## src/hdl/tamper_guard_pkg.sv

```systemverilog
// constants shared by the test-port tamper guard and its toggle detector
package tamper_guard_pkg;
   // register bus shape
   localparam int ADDR_W = 5;
   localparam int DATA_W = 32;
   // register byte offsets
   localparam logic [ADDR_W-1:0] OFS_GATE = 5'h00;     // gate control
   localparam logic [ADDR_W-1:0] OFS_FUSE = 5'h04;     // fuse program request
   localparam logic [ADDR_W-1:0] OFS_RESP = 5'h08;     // tamper response
   localparam logic [ADDR_W-1:0] OFS_STAT = 5'h0C;     // block status
   localparam logic [ADDR_W-1:0] OFS_EV_STAT = 5'h10;  // sticky events
   localparam logic [ADDR_W-1:0] OFS_EV_CLR = 5'h14;   // event clear, w1c
   localparam logic [ADDR_W-1:0] OFS_EV_EN = 5'h18;    // event enable
   localparam logic [ADDR_W-1:0] OFS_PEN = 5'h1C;      // software penalties
   // gate paths, one bit each in the gate register
   localparam int NUM_GATES = 4;
   localparam int GATE_TAP = 0;    // device test access port
   localparam int GATE_DAP = 1;    // processor debug access port
   localparam int GATE_USER = 2;   // user debug logic on the fabric
   localparam int GATE_CHAIN = 3;  // chain pass-through
   localparam logic [NUM_GATES-1:0] GATE_RST = 4'hF; // all blocking
   // fuse request register
   localparam int FUSE_PROG_BIT = 0;
   // response register fields
   localparam int RESP_W = 3;
   localparam int RESP_TRI_BIT = 0;   // tri-state all outputs
   localparam int RESP_RST_BIT = 1;   // restore fabric flip-flops
   localparam int RESP_IRQ_BIT = 2;   // stored only; interrupts come from the event enables
   localparam logic [RESP_W-1:0] RESP_RST = 3'h0;
   // software penalty register fields
   localparam int PEN_TRI_BIT = 0;
   localparam int PEN_RST_BIT = 1;
   // status register fields
   localparam int STAT_ALERT = 0;
   localparam int STAT_FUSE = 1;
   localparam int STAT_NONSEC = 2;
   localparam int STAT_TRI = 3;
   localparam int STAT_AUTH = 4;
   localparam int STAT_BOOT_DONE = 5;
   localparam int STAT_GATE_LSB = 8;
   // event bits
   localparam int EV_W = 3;
   localparam int EV_ALERT = 0;     // toggle alert raised
   localparam int EV_PENALTY = 1;   // a penalty was applied
   localparam int EV_REFUSED = 2;   // gate opening refused
   localparam logic [EV_W-1:0] EV_RST = 3'h0;
   // timing counts
   localparam int TOGGLE_EDGES = 3;     // qualifying tck edges to alert
   localparam int RESTORE_CYCLES = 16;  // flop restore pulse length
   localparam int BOOT_SETTLE = 4;      // cycles before strap capture
   // boot capture sequence
   typedef enum logic [1:0] {
      BOOT_WAIT,
      BOOT_SECURE,
      BOOT_NONSECURE
   } boot_state_t;
endpackage : tamper_guard_pkg

```

## src/hdl/jtag_tamper_guard.sv

```systemverilog
// test access port security gates, toggle monitor and tamper penalties
`timescale 1ns/1ps
module jtag_tamper_guard #(
   parameter int NUM_GATES = tamper_guard_pkg::NUM_GATES,
   parameter int RESTORE_CYCLES = tamper_guard_pkg::RESTORE_CYCLES
) (
   input wire logic clk_i,
   input wire logic rst_n_i,        // power-on reset
   // register port
   input wire logic [tamper_guard_pkg::ADDR_W-1:0] addr_i,
   input wire logic [tamper_guard_pkg::DATA_W-1:0] wdata_i,
   input wire logic wr_i,
   input wire logic rd_i,
   output logic [tamper_guard_pkg::DATA_W-1:0] rdata_o,
   // security context
   input wire logic sw_auth_i,      // writer is authenticated software
   input wire logic boot_nonsec_i,  // boot mode strap, asynchronous
   input wire logic fuse_disable_i, // programmed disable fuse, async
   // external test port pins
   input wire logic tck_i,
   input wire logic tms_i,
   input wire logic tdi_i,
   // gated paths and penalties
   output logic [NUM_GATES-1:0] path_open_o,
   output logic user_tck_o,
   output logic user_tms_o,
   output logic user_tdi_o,
   output logic ir_force_bypass_o,
   output logic fuse_prog_o,
   output logic global_output_tristate_o,
   output logic global_flop_restore_o,
   output logic alert_o,
   output logic irq_o
);
   localparam int DW = tamper_guard_pkg::DATA_W;
   localparam int EW = tamper_guard_pkg::EV_W;
   localparam int RW = tamper_guard_pkg::RESP_W;
   localparam int RC_W = $clog2(RESTORE_CYCLES + 1);
   localparam int BS_W = $clog2(tamper_guard_pkg::BOOT_SETTLE + 1);

   // register state
   logic [NUM_GATES-1:0] gate_ff;   // 1 = path blocked
   logic [RW-1:0] resp_ff;          // configured tamper responses
   logic [EW-1:0] ev_stat_ff;       // sticky events
   logic [EW-1:0] ev_en_ff;         // event enables
   // context
   tamper_guard_pkg::boot_state_t boot_ff;
   logic [BS_W-1:0] settle_ff;      // settling count before capture
   logic [1:0] strap_meta_ff;       // first synchroniser stages
   logic strap_s_ff;                // synchronised boot strap
   logic fuse_s_ff;                 // synchronised disable fuse
   // detector and penalties
   logic alert;                     // sticky alert from the detector
   logic alert_d_ff;                // previous alert for edge finding
   logic [RC_W-1:0] restore_cnt_ff; // restore pulse count
   logic tck_s, tdi_s, tms_s;       // synchronised test pins
   // decoded strobes
   logic wr_gate, wr_fuse, wr_resp, wr_clr, wr_en, wr_pen;
   logic unlock_ok;                 // opening a gate is permitted
   logic open_req;                  // a write asks to open something
   logic refused;                   // that request was not permitted
   logic alert_rise;
   logic penalty_tri, penalty_rst;
   logic [EW-1:0] ev_set;
   logic [NUM_GATES-1:0] nxt_gate;
   logic [DW-1:0] nxt_rdata;

   // one address compare, shared by every decoded strobe
   function automatic logic hit(
      input logic [tamper_guard_pkg::ADDR_W-1:0] a,
      input logic [tamper_guard_pkg::ADDR_W-1:0] ofs
   );
      hit = (a == ofs);
   endfunction : hit

   assign wr_gate = wr_i && hit(addr_i, tamper_guard_pkg::OFS_GATE);
   assign wr_fuse = wr_i && hit(addr_i, tamper_guard_pkg::OFS_FUSE);
   assign wr_resp = wr_i && hit(addr_i, tamper_guard_pkg::OFS_RESP);
   assign wr_clr = wr_i && hit(addr_i, tamper_guard_pkg::OFS_EV_CLR);
   assign wr_en = wr_i && hit(addr_i, tamper_guard_pkg::OFS_EV_EN);
   assign wr_pen = wr_i && hit(addr_i, tamper_guard_pkg::OFS_PEN);

   // strap and fuse synchronisers; first stage feeds only the second
   always_ff @(posedge clk_i) begin
      if (!rst_n_i) begin
         strap_meta_ff <= 2'h0;
         strap_s_ff <= 1'b0;
         fuse_s_ff <= 1'b0;
      end else begin
         strap_meta_ff <= {boot_nonsec_i, fuse_disable_i};
         strap_s_ff <= strap_meta_ff[1];
         fuse_s_ff <= strap_meta_ff[0];
      end
   end

   // boot mode is caught once, after the synchroniser has settled;
   // catching it at reset itself would sample a possibly moving strap
   always_ff @(posedge clk_i) begin
      if (!rst_n_i) begin
         boot_ff <= tamper_guard_pkg::BOOT_WAIT;
         settle_ff <= '0;
      end else begin
         unique case (boot_ff)
            tamper_guard_pkg::BOOT_WAIT: begin
               if (settle_ff == BS_W'(tamper_guard_pkg::BOOT_SETTLE)) begin
                  boot_ff <= strap_s_ff ? tamper_guard_pkg::BOOT_NONSECURE
                                        : tamper_guard_pkg::BOOT_SECURE;
               end else begin
                  settle_ff <= settle_ff + BS_W'(1);
               end
            end
            tamper_guard_pkg::BOOT_SECURE: begin
               boot_ff <= boot_ff; // held until the next power-on reset
            end
            tamper_guard_pkg::BOOT_NONSECURE: begin
               boot_ff <= boot_ff;
            end
         endcase
      end
   end

   // opening needs a non-secure boot, or authenticated software after a
   // secure boot, and never once the disable fuse is blown
   assign unlock_ok = !fuse_s_ff &&
      (boot_ff == tamper_guard_pkg::BOOT_NONSECURE ||
       (boot_ff == tamper_guard_pkg::BOOT_SECURE && sw_auth_i));

   assign open_req = wr_gate && (|(~wdata_i[NUM_GATES-1:0] & gate_ff));
   assign refused = open_req && !unlock_ok;

   // next gate value: closing is always allowed, opening only when
   // unlocked; the fuse pins every gate shut for good
   always_comb begin
      nxt_gate = gate_ff;
      if (fuse_s_ff) begin
         nxt_gate = {NUM_GATES{1'b1}};
      end else if (wr_gate) begin
         if (unlock_ok) begin
            nxt_gate = wdata_i[NUM_GATES-1:0];
         end else begin
            nxt_gate = gate_ff | wdata_i[NUM_GATES-1:0];
         end
      end
   end

   // gate register; a cleared bit opens the path only from the cycle
   // after the write, so the detector never sees a half-open state
   always_ff @(posedge clk_i) begin
      if (!rst_n_i) begin
         gate_ff <= NUM_GATES'(tamper_guard_pkg::GATE_RST);
      end else if (boot_ff == tamper_guard_pkg::BOOT_WAIT) begin
         // a non-secure boot with the disable fuse intact opens every path once
         if (settle_ff == BS_W'(tamper_guard_pkg::BOOT_SETTLE)
             && strap_s_ff && !fuse_s_ff) begin
            gate_ff <= '0;
         end
      end else begin
         gate_ff <= nxt_gate;
      end
   end

   // per-path open levels, registered so each output is a flop
   always_ff @(posedge clk_i) begin
      if (!rst_n_i) begin
         path_open_o <= '0;
      end else begin
         path_open_o <= ~gate_ff;
      end
   end

   // toggle detector, held idle while any gate is open
   tck_toggle_detect #(
      .EDGES(tamper_guard_pkg::TOGGLE_EDGES)
   ) u_detect (
      .clk_i(clk_i),
      .rst_n_i(rst_n_i),
      .enable_i(&gate_ff),
      .tck_i(tck_i),
      .tdi_i(tdi_i),
      .tms_i(tms_i),
      .tck_s_o(tck_s),
      .tdi_s_o(tdi_s),
      .tms_s_o(tms_s),
      .alert_o(alert) // synchronised to clk_i inside
   );

   // user debug path: forwarded only while both the user and the chain gates are open
   always_ff @(posedge clk_i) begin
      if (!rst_n_i) begin
         user_tck_o <= 1'b0;
         user_tms_o <= 1'b0;
         user_tdi_o <= 1'b0;
      end else if (gate_ff[tamper_guard_pkg::GATE_USER]
                   || gate_ff[tamper_guard_pkg::GATE_CHAIN]) begin
         user_tck_o <= 1'b0; // user or chain gate shut, user logic cut off
         user_tms_o <= 1'b0;
         user_tdi_o <= 1'b0;
      end else begin
         user_tck_o <= tck_s;
         user_tms_o <= tms_s;
         user_tdi_o <= tdi_s;
      end
   end

   // fuse effects and fuse programming request
   always_ff @(posedge clk_i) begin
      if (!rst_n_i) begin
         ir_force_bypass_o <= 1'b0;
         fuse_prog_o <= 1'b0;
      end else begin
         // every shifted instruction becomes bypass; the tap keeps its
         // id code only for the state after test-logic reset
         ir_force_bypass_o <= fuse_s_ff;
         // one-cycle request to blow the permanent disable fuse
         fuse_prog_o <= wr_fuse
            && wdata_i[tamper_guard_pkg::FUSE_PROG_BIT];
      end
   end

   // tamper response configuration
   always_ff @(posedge clk_i) begin
      if (!rst_n_i) begin
         resp_ff <= tamper_guard_pkg::RESP_RST;
      end else if (wr_resp) begin
         resp_ff <= wdata_i[RW-1:0];
      end
   end

   // penalties follow the alert only where a response is configured;
   // otherwise the alert is just recorded
   assign alert_rise = alert && !alert_d_ff;
   assign penalty_tri = (alert && resp_ff[tamper_guard_pkg::RESP_TRI_BIT])
      || (wr_pen && wdata_i[tamper_guard_pkg::PEN_TRI_BIT]);
   assign penalty_rst = (alert_rise
      && resp_ff[tamper_guard_pkg::RESP_RST_BIT])
      || (wr_pen && wdata_i[tamper_guard_pkg::PEN_RST_BIT]);

   // alert copy and edge memory
   always_ff @(posedge clk_i) begin
      if (!rst_n_i) begin
         alert_d_ff <= 1'b0;
         alert_o <= 1'b0;
      end else begin
         alert_d_ff <= alert;
         alert_o <= alert;
      end
   end

   // output tri-state lockdown holds until power-on reset, so a leaked
   // pin can never be re-enabled by software after a tamper event
   always_ff @(posedge clk_i) begin
      if (!rst_n_i) begin
         global_output_tristate_o <= 1'b0;
      end else if (penalty_tri) begin
         global_output_tristate_o <= 1'b1;
      end
   end

   // fabric flip-flop restore pulse of a fixed length; a new trigger
   // during the pulse restarts it
   always_ff @(posedge clk_i) begin
      if (!rst_n_i) begin
         restore_cnt_ff <= '0;
         global_flop_restore_o <= 1'b0;
      end else if (penalty_rst) begin
         restore_cnt_ff <= RC_W'(RESTORE_CYCLES - 1);
         global_flop_restore_o <= 1'b1;
      end else if (restore_cnt_ff != '0) begin
         restore_cnt_ff <= restore_cnt_ff - RC_W'(1);
      end else begin
         global_flop_restore_o <= 1'b0;
      end
   end

   // event sources
   always_comb begin
      ev_set = '0;
      ev_set[tamper_guard_pkg::EV_ALERT] = alert_rise;
      ev_set[tamper_guard_pkg::EV_PENALTY] = penalty_tri || penalty_rst;
      ev_set[tamper_guard_pkg::EV_REFUSED] = refused;
   end

   // sticky events; a set in the clearing cycle wins
   always_ff @(posedge clk_i) begin
      if (!rst_n_i) begin
         ev_stat_ff <= tamper_guard_pkg::EV_RST;
      end else begin
         ev_stat_ff <= (ev_stat_ff & ~(wr_clr ? wdata_i[EW-1:0] : '0))
                       | ev_set;
      end
   end

   // event enables
   always_ff @(posedge clk_i) begin
      if (!rst_n_i) begin
         ev_en_ff <= '0;
      end else if (wr_en) begin
         ev_en_ff <= wdata_i[EW-1:0];
      end
   end

   // level interrupt, one flop behind the status
   always_ff @(posedge clk_i) begin
      if (!rst_n_i) begin
         irq_o <= 1'b0;
      end else begin
         irq_o <= |(ev_stat_ff & ev_en_ff);
      end
   end

   // read mux; unmapped and write-only offsets read as zero
   always_comb begin
      nxt_rdata = '0;
      unique case (addr_i)
         tamper_guard_pkg::OFS_GATE: begin
            nxt_rdata[NUM_GATES-1:0] = gate_ff;
         end
         tamper_guard_pkg::OFS_RESP: begin
            nxt_rdata[RW-1:0] = resp_ff;
         end
         tamper_guard_pkg::OFS_STAT: begin
            nxt_rdata[tamper_guard_pkg::STAT_ALERT] = alert;
            nxt_rdata[tamper_guard_pkg::STAT_FUSE] = fuse_s_ff;
            nxt_rdata[tamper_guard_pkg::STAT_NONSEC] =
               (boot_ff == tamper_guard_pkg::BOOT_NONSECURE);
            nxt_rdata[tamper_guard_pkg::STAT_TRI] = global_output_tristate_o;
            nxt_rdata[tamper_guard_pkg::STAT_AUTH] = unlock_ok;
            nxt_rdata[tamper_guard_pkg::STAT_BOOT_DONE] =
               (boot_ff != tamper_guard_pkg::BOOT_WAIT);
            nxt_rdata[tamper_guard_pkg::STAT_GATE_LSB +: NUM_GATES] =
               gate_ff;
         end
         tamper_guard_pkg::OFS_EV_STAT: begin
            nxt_rdata[EW-1:0] = ev_stat_ff;
         end
         tamper_guard_pkg::OFS_EV_EN: begin
            nxt_rdata[EW-1:0] = ev_en_ff;
         end
         default: begin
            nxt_rdata = '0;
         end
      endcase
   end

   // read data stand for exactly the cycle after the strobe
   always_ff @(posedge clk_i) begin
      if (!rst_n_i) begin
         rdata_o <= '0;
      end else if (rd_i) begin
         rdata_o <= nxt_rdata;
      end else begin
         rdata_o <= '0;
      end
   end
endmodule : jtag_tamper_guard

```

## src/hdl/tck_toggle_detect.sv

```systemverilog
// test clock toggle detector with sticky alert
`timescale 1ns/1ps
module tck_toggle_detect #(
   parameter int EDGES = tamper_guard_pkg::TOGGLE_EDGES
) (
   input wire logic clk_i,
   input wire logic rst_n_i,   // power-on reset only
   input wire logic enable_i,  // low while any gate is open
   input wire logic tck_i,
   input wire logic tdi_i,
   input wire logic tms_i,
   output logic tck_s_o,       // synchronised pins, reused by the parent
   output logic tdi_s_o,
   output logic tms_s_o,
   output logic alert_o
);
   localparam int CNT_W = $clog2(EDGES + 1);
   localparam logic [CNT_W-1:0] CNT_LAST = CNT_W'(EDGES - 1);

   logic [2:0] meta_ff;       // first synchroniser stage, read by stage two
   logic tck_prev_ff;         // previous synchronised tck for edge finding
   logic [CNT_W-1:0] cnt_ff;  // consecutive qualifying edges
   logic tck_rise;

   // two-flop synchronisers on the pins
   always_ff @(posedge clk_i) begin
      if (!rst_n_i) begin
         meta_ff <= 3'h0;
         tck_s_o <= 1'b0;
         tdi_s_o <= 1'b0;
         tms_s_o <= 1'b0;
         tck_prev_ff <= 1'b0;
      end else begin
         meta_ff <= {tck_i, tdi_i, tms_i};
         tck_s_o <= meta_ff[2];
         tdi_s_o <= meta_ff[1];
         tms_s_o <= meta_ff[0];
         tck_prev_ff <= tck_s_o;
      end
   end

   assign tck_rise = tck_s_o & ~tck_prev_ff;

   // count rising edges while tdi or tms is high; a quiet edge restarts
   always_ff @(posedge clk_i) begin
      if (!rst_n_i || !enable_i) begin
         cnt_ff <= '0; // held idle while debug is open
      end else if (tck_rise) begin
         if (!(tdi_s_o || tms_s_o)) begin
            cnt_ff <= '0;
         end else if (cnt_ff != CNT_LAST + CNT_W'(1)) begin
            cnt_ff <= cnt_ff + CNT_W'(1);
         end
      end
   end

   // alert after the third qualifying edge; only power-on reset clears it
   always_ff @(posedge clk_i) begin
      if (!rst_n_i) begin
         alert_o <= 1'b0;
      end else if (enable_i && tck_rise && (tdi_s_o || tms_s_o)
                   && cnt_ff == CNT_LAST) begin
         alert_o <= 1'b1;
      end
   end
endmodule : tck_toggle_detect

```

## config.mk

```make
export PLATFORM = sky130hd
export DESIGN_NAME = jtag_tamper_guard
export DESIGN_NICKNAME = d
export VERILOG_FILES = /design/src/hdl/tamper_guard_pkg.sv /design/src/hdl/jtag_tamper_guard.sv /design/src/hdl/tck_toggle_detect.sv
export SDC_FILE = /design/constraint.sdc
export NUM_CORES = 1
export LEC_CHECK = 0
export ABC_AREA = 1
export BUFFER_PORTS_ARGS = -buffer_cell sky130_fd_sc_hd__buf_2
export CORE_AREA = 4 4 82 84
export DETAILED_ROUTE_END_ITERATION = 6
export DIE_AREA = 0 0 86 88
export PLACE_DENSITY = 0.69
export SYNTH_ARGS = -nofsm -noshare
export SYNTH_HDL_FRONTEND = slang
export SYNTH_SLANG_ARGS = --single-unit
```

## constraint.sdc

```tcl
create_clock -name clk_i -period 2.02 [get_ports clk_i]
set_input_delay 0.101 -clock clk_i [delete_from_list [all_inputs] [get_ports clk_i]]
set_output_delay 0.101 -clock clk_i [all_outputs]
set_load 0.01 [all_outputs]
```

# Yosys cells after proc, flatten, opt, wreduce, memory -nomap -nowiden
# Index checks and enable logic that the tools add are counted.
# word_totals
register_bits	82
input_bits	47
out_inout_bits	45
# classes
bitwise	13
reduce_logical	51
eq_ne	16
n_addsub	3
n_mux	17
# op_table
operator	count
$mux W4	7
$logic_and A1 B1 Y1	21
$eq A5 B5 Y1 const B	4
$pmux W3 S5	1
$eq A5 B4 Y1 const B	2
$mux W2	5
$reduce_and A2 Y1	5
$ne A2 B2 Y1 const B	4
$not A4 Y4	2
$logic_or A1 B1 Y1	7
$and A3 B3 Y3	2
$reduce_or A2 Y1	3
$eq A5 B3 Y1 const B	1
$logic_not A1 Y1	5
$logic_not A5 Y1	1
$reduce_bool A5 Y1	1
$sub A5 B1 Y5 const B	1
$and A4 B4 Y4	1
$eq A2 B2 Y1 const B	2
$not A1 Y1	4
$or A4 B4 Y4	1
$reduce_and A4 Y1	1
$reduce_bool A2 Y1	2
$reduce_or A4 Y1	1
15 further kinds	16

# Longest topological paths before layout
# logic_depth
word_depth	8
ltp_mapped	9
depth_no_buf	9

# Hierarchy
# From an unflattened synthesis, not the netlist that was laid out.
# unflattened
hier_cells	362
hier_area_um2	2677.6
# by_module_without_submodules
mod	seq_area_each_um2	cells_each	instances	area_each_um2
jtag_tamper_guard	1001.0	311	1	2274.7
tck_toggle_detect	200.2	51	1	402.9

# Worst setup path after synthesis
# No wires, ideal clock.
# synth_timing
kind	register -> register
startpoint	reg restore_cnt_ff[0]
endpoint	reg restore_cnt_ff[2]
setup_ps	128
n_path_buf	0
stages_incl_launch_ff	8
t_arrival_ps	1097
synth_period_minus_slack_ps	1225
setup_slack_ps	795
required_time_ps	1892
cell_sequence	dfxtp_1 > inv_1 > ha_1 > nand2_1 > nor3_1 > nor2_1 > nor3_1 > nor2_1
# synth_between
elab_chain_len	3
word_cells_on_any_way	5
# synth_rtl
element	line_no	text
from (decl)	jtag_tamper_guard.sv:55	logic [RC_W-1:0] restore_cnt_ff;
from (signal assigned)	jtag_tamper_guard.sv:266	restore_cnt_ff <= RC_W'(RESTORE_CYCLES - 1);
from (signal assigned)	jtag_tamper_guard.sv:269	restore_cnt_ff <= restore_cnt_ff - RC_W'(1);
$sub A5 B1 Y5	jtag_tamper_guard.sv:269	
$mux W4	jtag_tamper_guard.sv:268	end else if (restore_cnt_ff != '0) begin
$mux W4	jtag_tamper_guard.sv:265	end else if (penalty_rst) begin
# Several ways; a longest one is shown, not always the timed one. The select of a mux whose other input is x is not followed.
# A chain may end at the register's enable or synchronous reset.

# Worst setup path after layout
# layout_timing
startpoint	reg boot_ff[0]
endpoint	reg ev_stat_ff[2]
# layout_between
elab_chain_len	7
word_cells_on_any_way	8
# layout_rtl
element	line_no	text
from (decl)	jtag_tamper_guard.sv:47	tamper_guard_pkg::boot_state_t boot_ff;
from (signal assigned)	jtag_tamper_guard.sv:100	boot_ff <= tamper_guard_pkg::BOOT_WAIT;
from (signal assigned)	jtag_tamper_guard.sv:106	boot_ff <= strap_s_ff ? tamper_guard_pkg::BOOT_NONSECURE
from (signal assigned)	jtag_tamper_guard.sv:113	boot_ff <= boot_ff;
$eq A2 B1 Y1	jtag_tamper_guard.sv:126	(boot_ff == tamper_guard_pkg::BOOT_SECURE && sw_auth_i));
$logic_and A1 B1 Y1	jtag_tamper_guard.sv:126	
$logic_or A1 B1 Y1 (*)	jtag_tamper_guard.sv:125	(boot_ff == tamper_guard_pkg::BOOT_NONSECURE ||
$logic_and A1 B1 Y1 (*)	jtag_tamper_guard.sv:124	assign unlock_ok = !fuse_s_ff &&
$logic_not A1 Y1 (*)	jtag_tamper_guard.sv:129	assign refused = open_req && !unlock_ok;
$logic_and A1 B1 Y1 (*)	jtag_tamper_guard.sv:129	
$or A3 B3 Y3 (*)	jtag_tamper_guard.sv:289	| ev_set;
to (signal assigned)	jtag_tamper_guard.sv:286	ev_stat_ff <= tamper_guard_pkg::EV_RST;
to (signal assigned)	jtag_tamper_guard.sv:288	ev_stat_ff <= (ev_stat_ff & ~(wr_clr ? wdata_i[EW-1:0] : '0))
to (decl)	jtag_tamper_guard.sv:44	logic [EW-1:0] ev_stat_ff;
# Every way passes the cells marked *; elsewhere a longest branch is shown, timed or not.

==> results.cfg <==
[pwr]
p_leak_nw = 1.657
powerDensity_nw_per_um2 = 986.3
switching_power_mw = 0.8891
clkPwrFrac_pct = 37.7
total_power_mw = 3.063
swShare_pct = 29.03
pwr-share-comb_pct = 18.6
internal_power_mw = 2.174
ir_worst_vdd_uv = 795.1
pwr-share-seq_pct = 43.7

[synthesis]
synth_ff_type = dfxtp_1
synth_seq_area_share_pct = 45.48
synth_area_um2 = 2641
synth_async_sr_flop_share_pct = 0
synth_seq_cells = 60
synth.avg_cell_area_um2 = 7.276
syn-instance-count = 363
synth_warnings = 0
synth_edf_count = 0
synth_cell_types = 25

[timing]
layout_min_cycle_time_ps = 1411
fin_setup_tns_ps = 0
final_hold_viol_count = 0
rsz0062_at_grt = false
period_share_pct = 69.83
skew_ps = 4.600
setup_violations = 0
slew_headroom_pct = 60.77
fmax_mhz = 709.0
worst_slew_pin_slew_ps = 584.9
slew_viol_final = 0

[layout]
fin_util_pct = 52.45
nNetsFinal = 469
antenna_cells = 0
area_growth_pct = 17.57
num-fill-cells = 581
drive_gt1_share_pct = 16.71

[clocking]
numCtsBuffers = 9
clock_sinks = 60
cts_hold_buf = 5
cts-root-buf = clkbuf_8
clk_pin_slew_worst_paths_ps = 70
cts_max_level = 3
ctsLongestPathBuffers = 2
postCtsSetupRepairBufs = 0
cts_resized = 0
clk_latency_ps = 340
cts_tree = done

[die]
start_util_pct = 44.61
ioPinCount = 92
core_um2 = 5921
die_area_um2 = 7568
row_count = 28
die_y_um = 88
die_width_um = 86

[route]
vias_per_cell = 4.522
drc = 0
dr_total_vias = 2234
routedWlPerCell_um = 11.18
firstDrtPassIters = 4
drt_iter0_markers = 159
wirelength_um = 5524
drtAntennaViolNets = 0

[grt]
grt-ovfl-total = 0
antenna_found_initial = 0
track_usage_pct = 16.16
grt_pass1_wl_um = 9432
grt_start_max_net_pins = 23
first_global_vias = 2119

[worst_setup_path]
cp_data_required_time_ps = 2280
arrival_ps = 1670
cp_max_fo = 5
start_kind = flip-flop
r2r_slack_ps = 610
cp-end-kind = flip-flop
critical_path_class = flip-flop to flip-flop

[place]
port_buffers = 41
hpwlAfterDp_um = 4102
finalWeightedCongestion = 0.8786

[job]
max-cap-violations = 0

[min_path]
min_path_type = input pin to flip-flop

[status]
status = finished clean
synth_stat cells (all sizes together) (2+ instances only):
master  instances  area share (%)
clkbuf          3            0.43
nand2          89              13
nor3            6             1.1
ha              8             3.8
dfxtp          60              45
nand3          27             5.1
buf            26             6.9
a21oi          17             3.2
or2             2            0.47
o21ai           7             1.3
inv            52             7.4
nor2           46             7.0
nand4          14             3.6
metal layers:
layer / track usage [%] / up-vias / wire length (µm)
met5: 0 / - / 0
met3: 7.526 / 5 / 458
met4: 6.043 / 0 / 66
li1: - / 1191 / -
met1: 18.22 / 967 / 2366
met2: 26.77 / 71 / 2633
per-stage QoR:
stage | worst slack [ps] | cells | hold slack (ps) | instance area, µm²
3_5_place_dp | 587.6 | 473 | 284.2 | 2840
5_1_grt | 466.0 | 494 | 75.47 | 3105
6_report | 609.5 | 494 | 71.32 | 3105
2_1_floorplan | 794.8 | 384 | 198.6 | 2720
4_1_cts | 576.8 | 494 | 58.66 | 3105
3_3_place_gp | 625.7 | 473 | 281.5 | 2840
power by group through the flow:
stage / clock network (mW) / registers [mW] / logic (mW)
after floorplan: 0 / 1.35 / 0.481
after global placement: 0 / 1.36 / 0.552
after detailed placement: 0 / 1.36 / 0.564
after CTS: 1.19 / 1.34 / 0.574
after global routing: 1.23 / 1.35 / 0.682
final: 1.16 / 1.34 / 0.571
critical path: stages (launching register included):
cell      delay (ps)
dfxtp_1          330
inv_1             70
ha_1             230
a21oi_1          300
or2_2            190
nand3b_1          80
a21oi_1          120
cells by family (layout without fill, tap and decap cells):
group	count (synthesis)	after routing	share of synthesized area, %
other cells	1	22	0.1420
xor+xnor	1	1	0.3317
simple gates	186	186	30.55
fa+ha+maj	8	8	3.790
buf+inv	82	117	14.87
flops	60	60	45.48
compound gates	25	25	4.832
layout make-up:
class,count,area [µm²],share of cell area (%)
Clock buffer,9,123.9,3.989
Timing Repair Buffer,48,270.3,8.703
Sequential cell,60,1201,38.68
Clock inverter,7,91.34,2.941
Inverter,53,198.9,6.406
Tap cell,75,93.84,3.022
Multi-Input combinational cell,242,1126,36.26
path summary, 6_finish.rpt:
kind | cells past startpoint | to | from
max reg2reg | 6 | ev_stat_ff[2] | boot_ff[0]
max | 6 | ev_stat_ff[2] | boot_ff[0]
min | 3 | rdata_o[2] | rd_i
min reg2reg | 2 | strap_s_ff | strap_meta_ff[1]
state kept, by name, indices dropped and copies added (netlist names), 3 cells and up:
name,flops
u_detect.meta_ff,3
path_open_o,4
settle_ff,3
restore_cnt_ff,5
resp_ff,3
rdata_o,10
ev_en_ff,3
ev_stat_ff,3
gate_ff,4
layout by cell type, fill, tap and decap left out, drive strengths merged, types with 5 or more instances in the layout:
cell type,Yosys,layout
ha,8,8
clkbuf,3,9
conb,1,22
nor3,6,6
buf,26,43
dfxtp,60,60
o21ai,7,7
a21oi,17,17
nand2,89,89
inv,52,52
clkinv,1,5
nor2,46,46
dlygate4sd3,0,5
nand3,27,27
nand4,14,14
(Power assumes the default switching activity.)
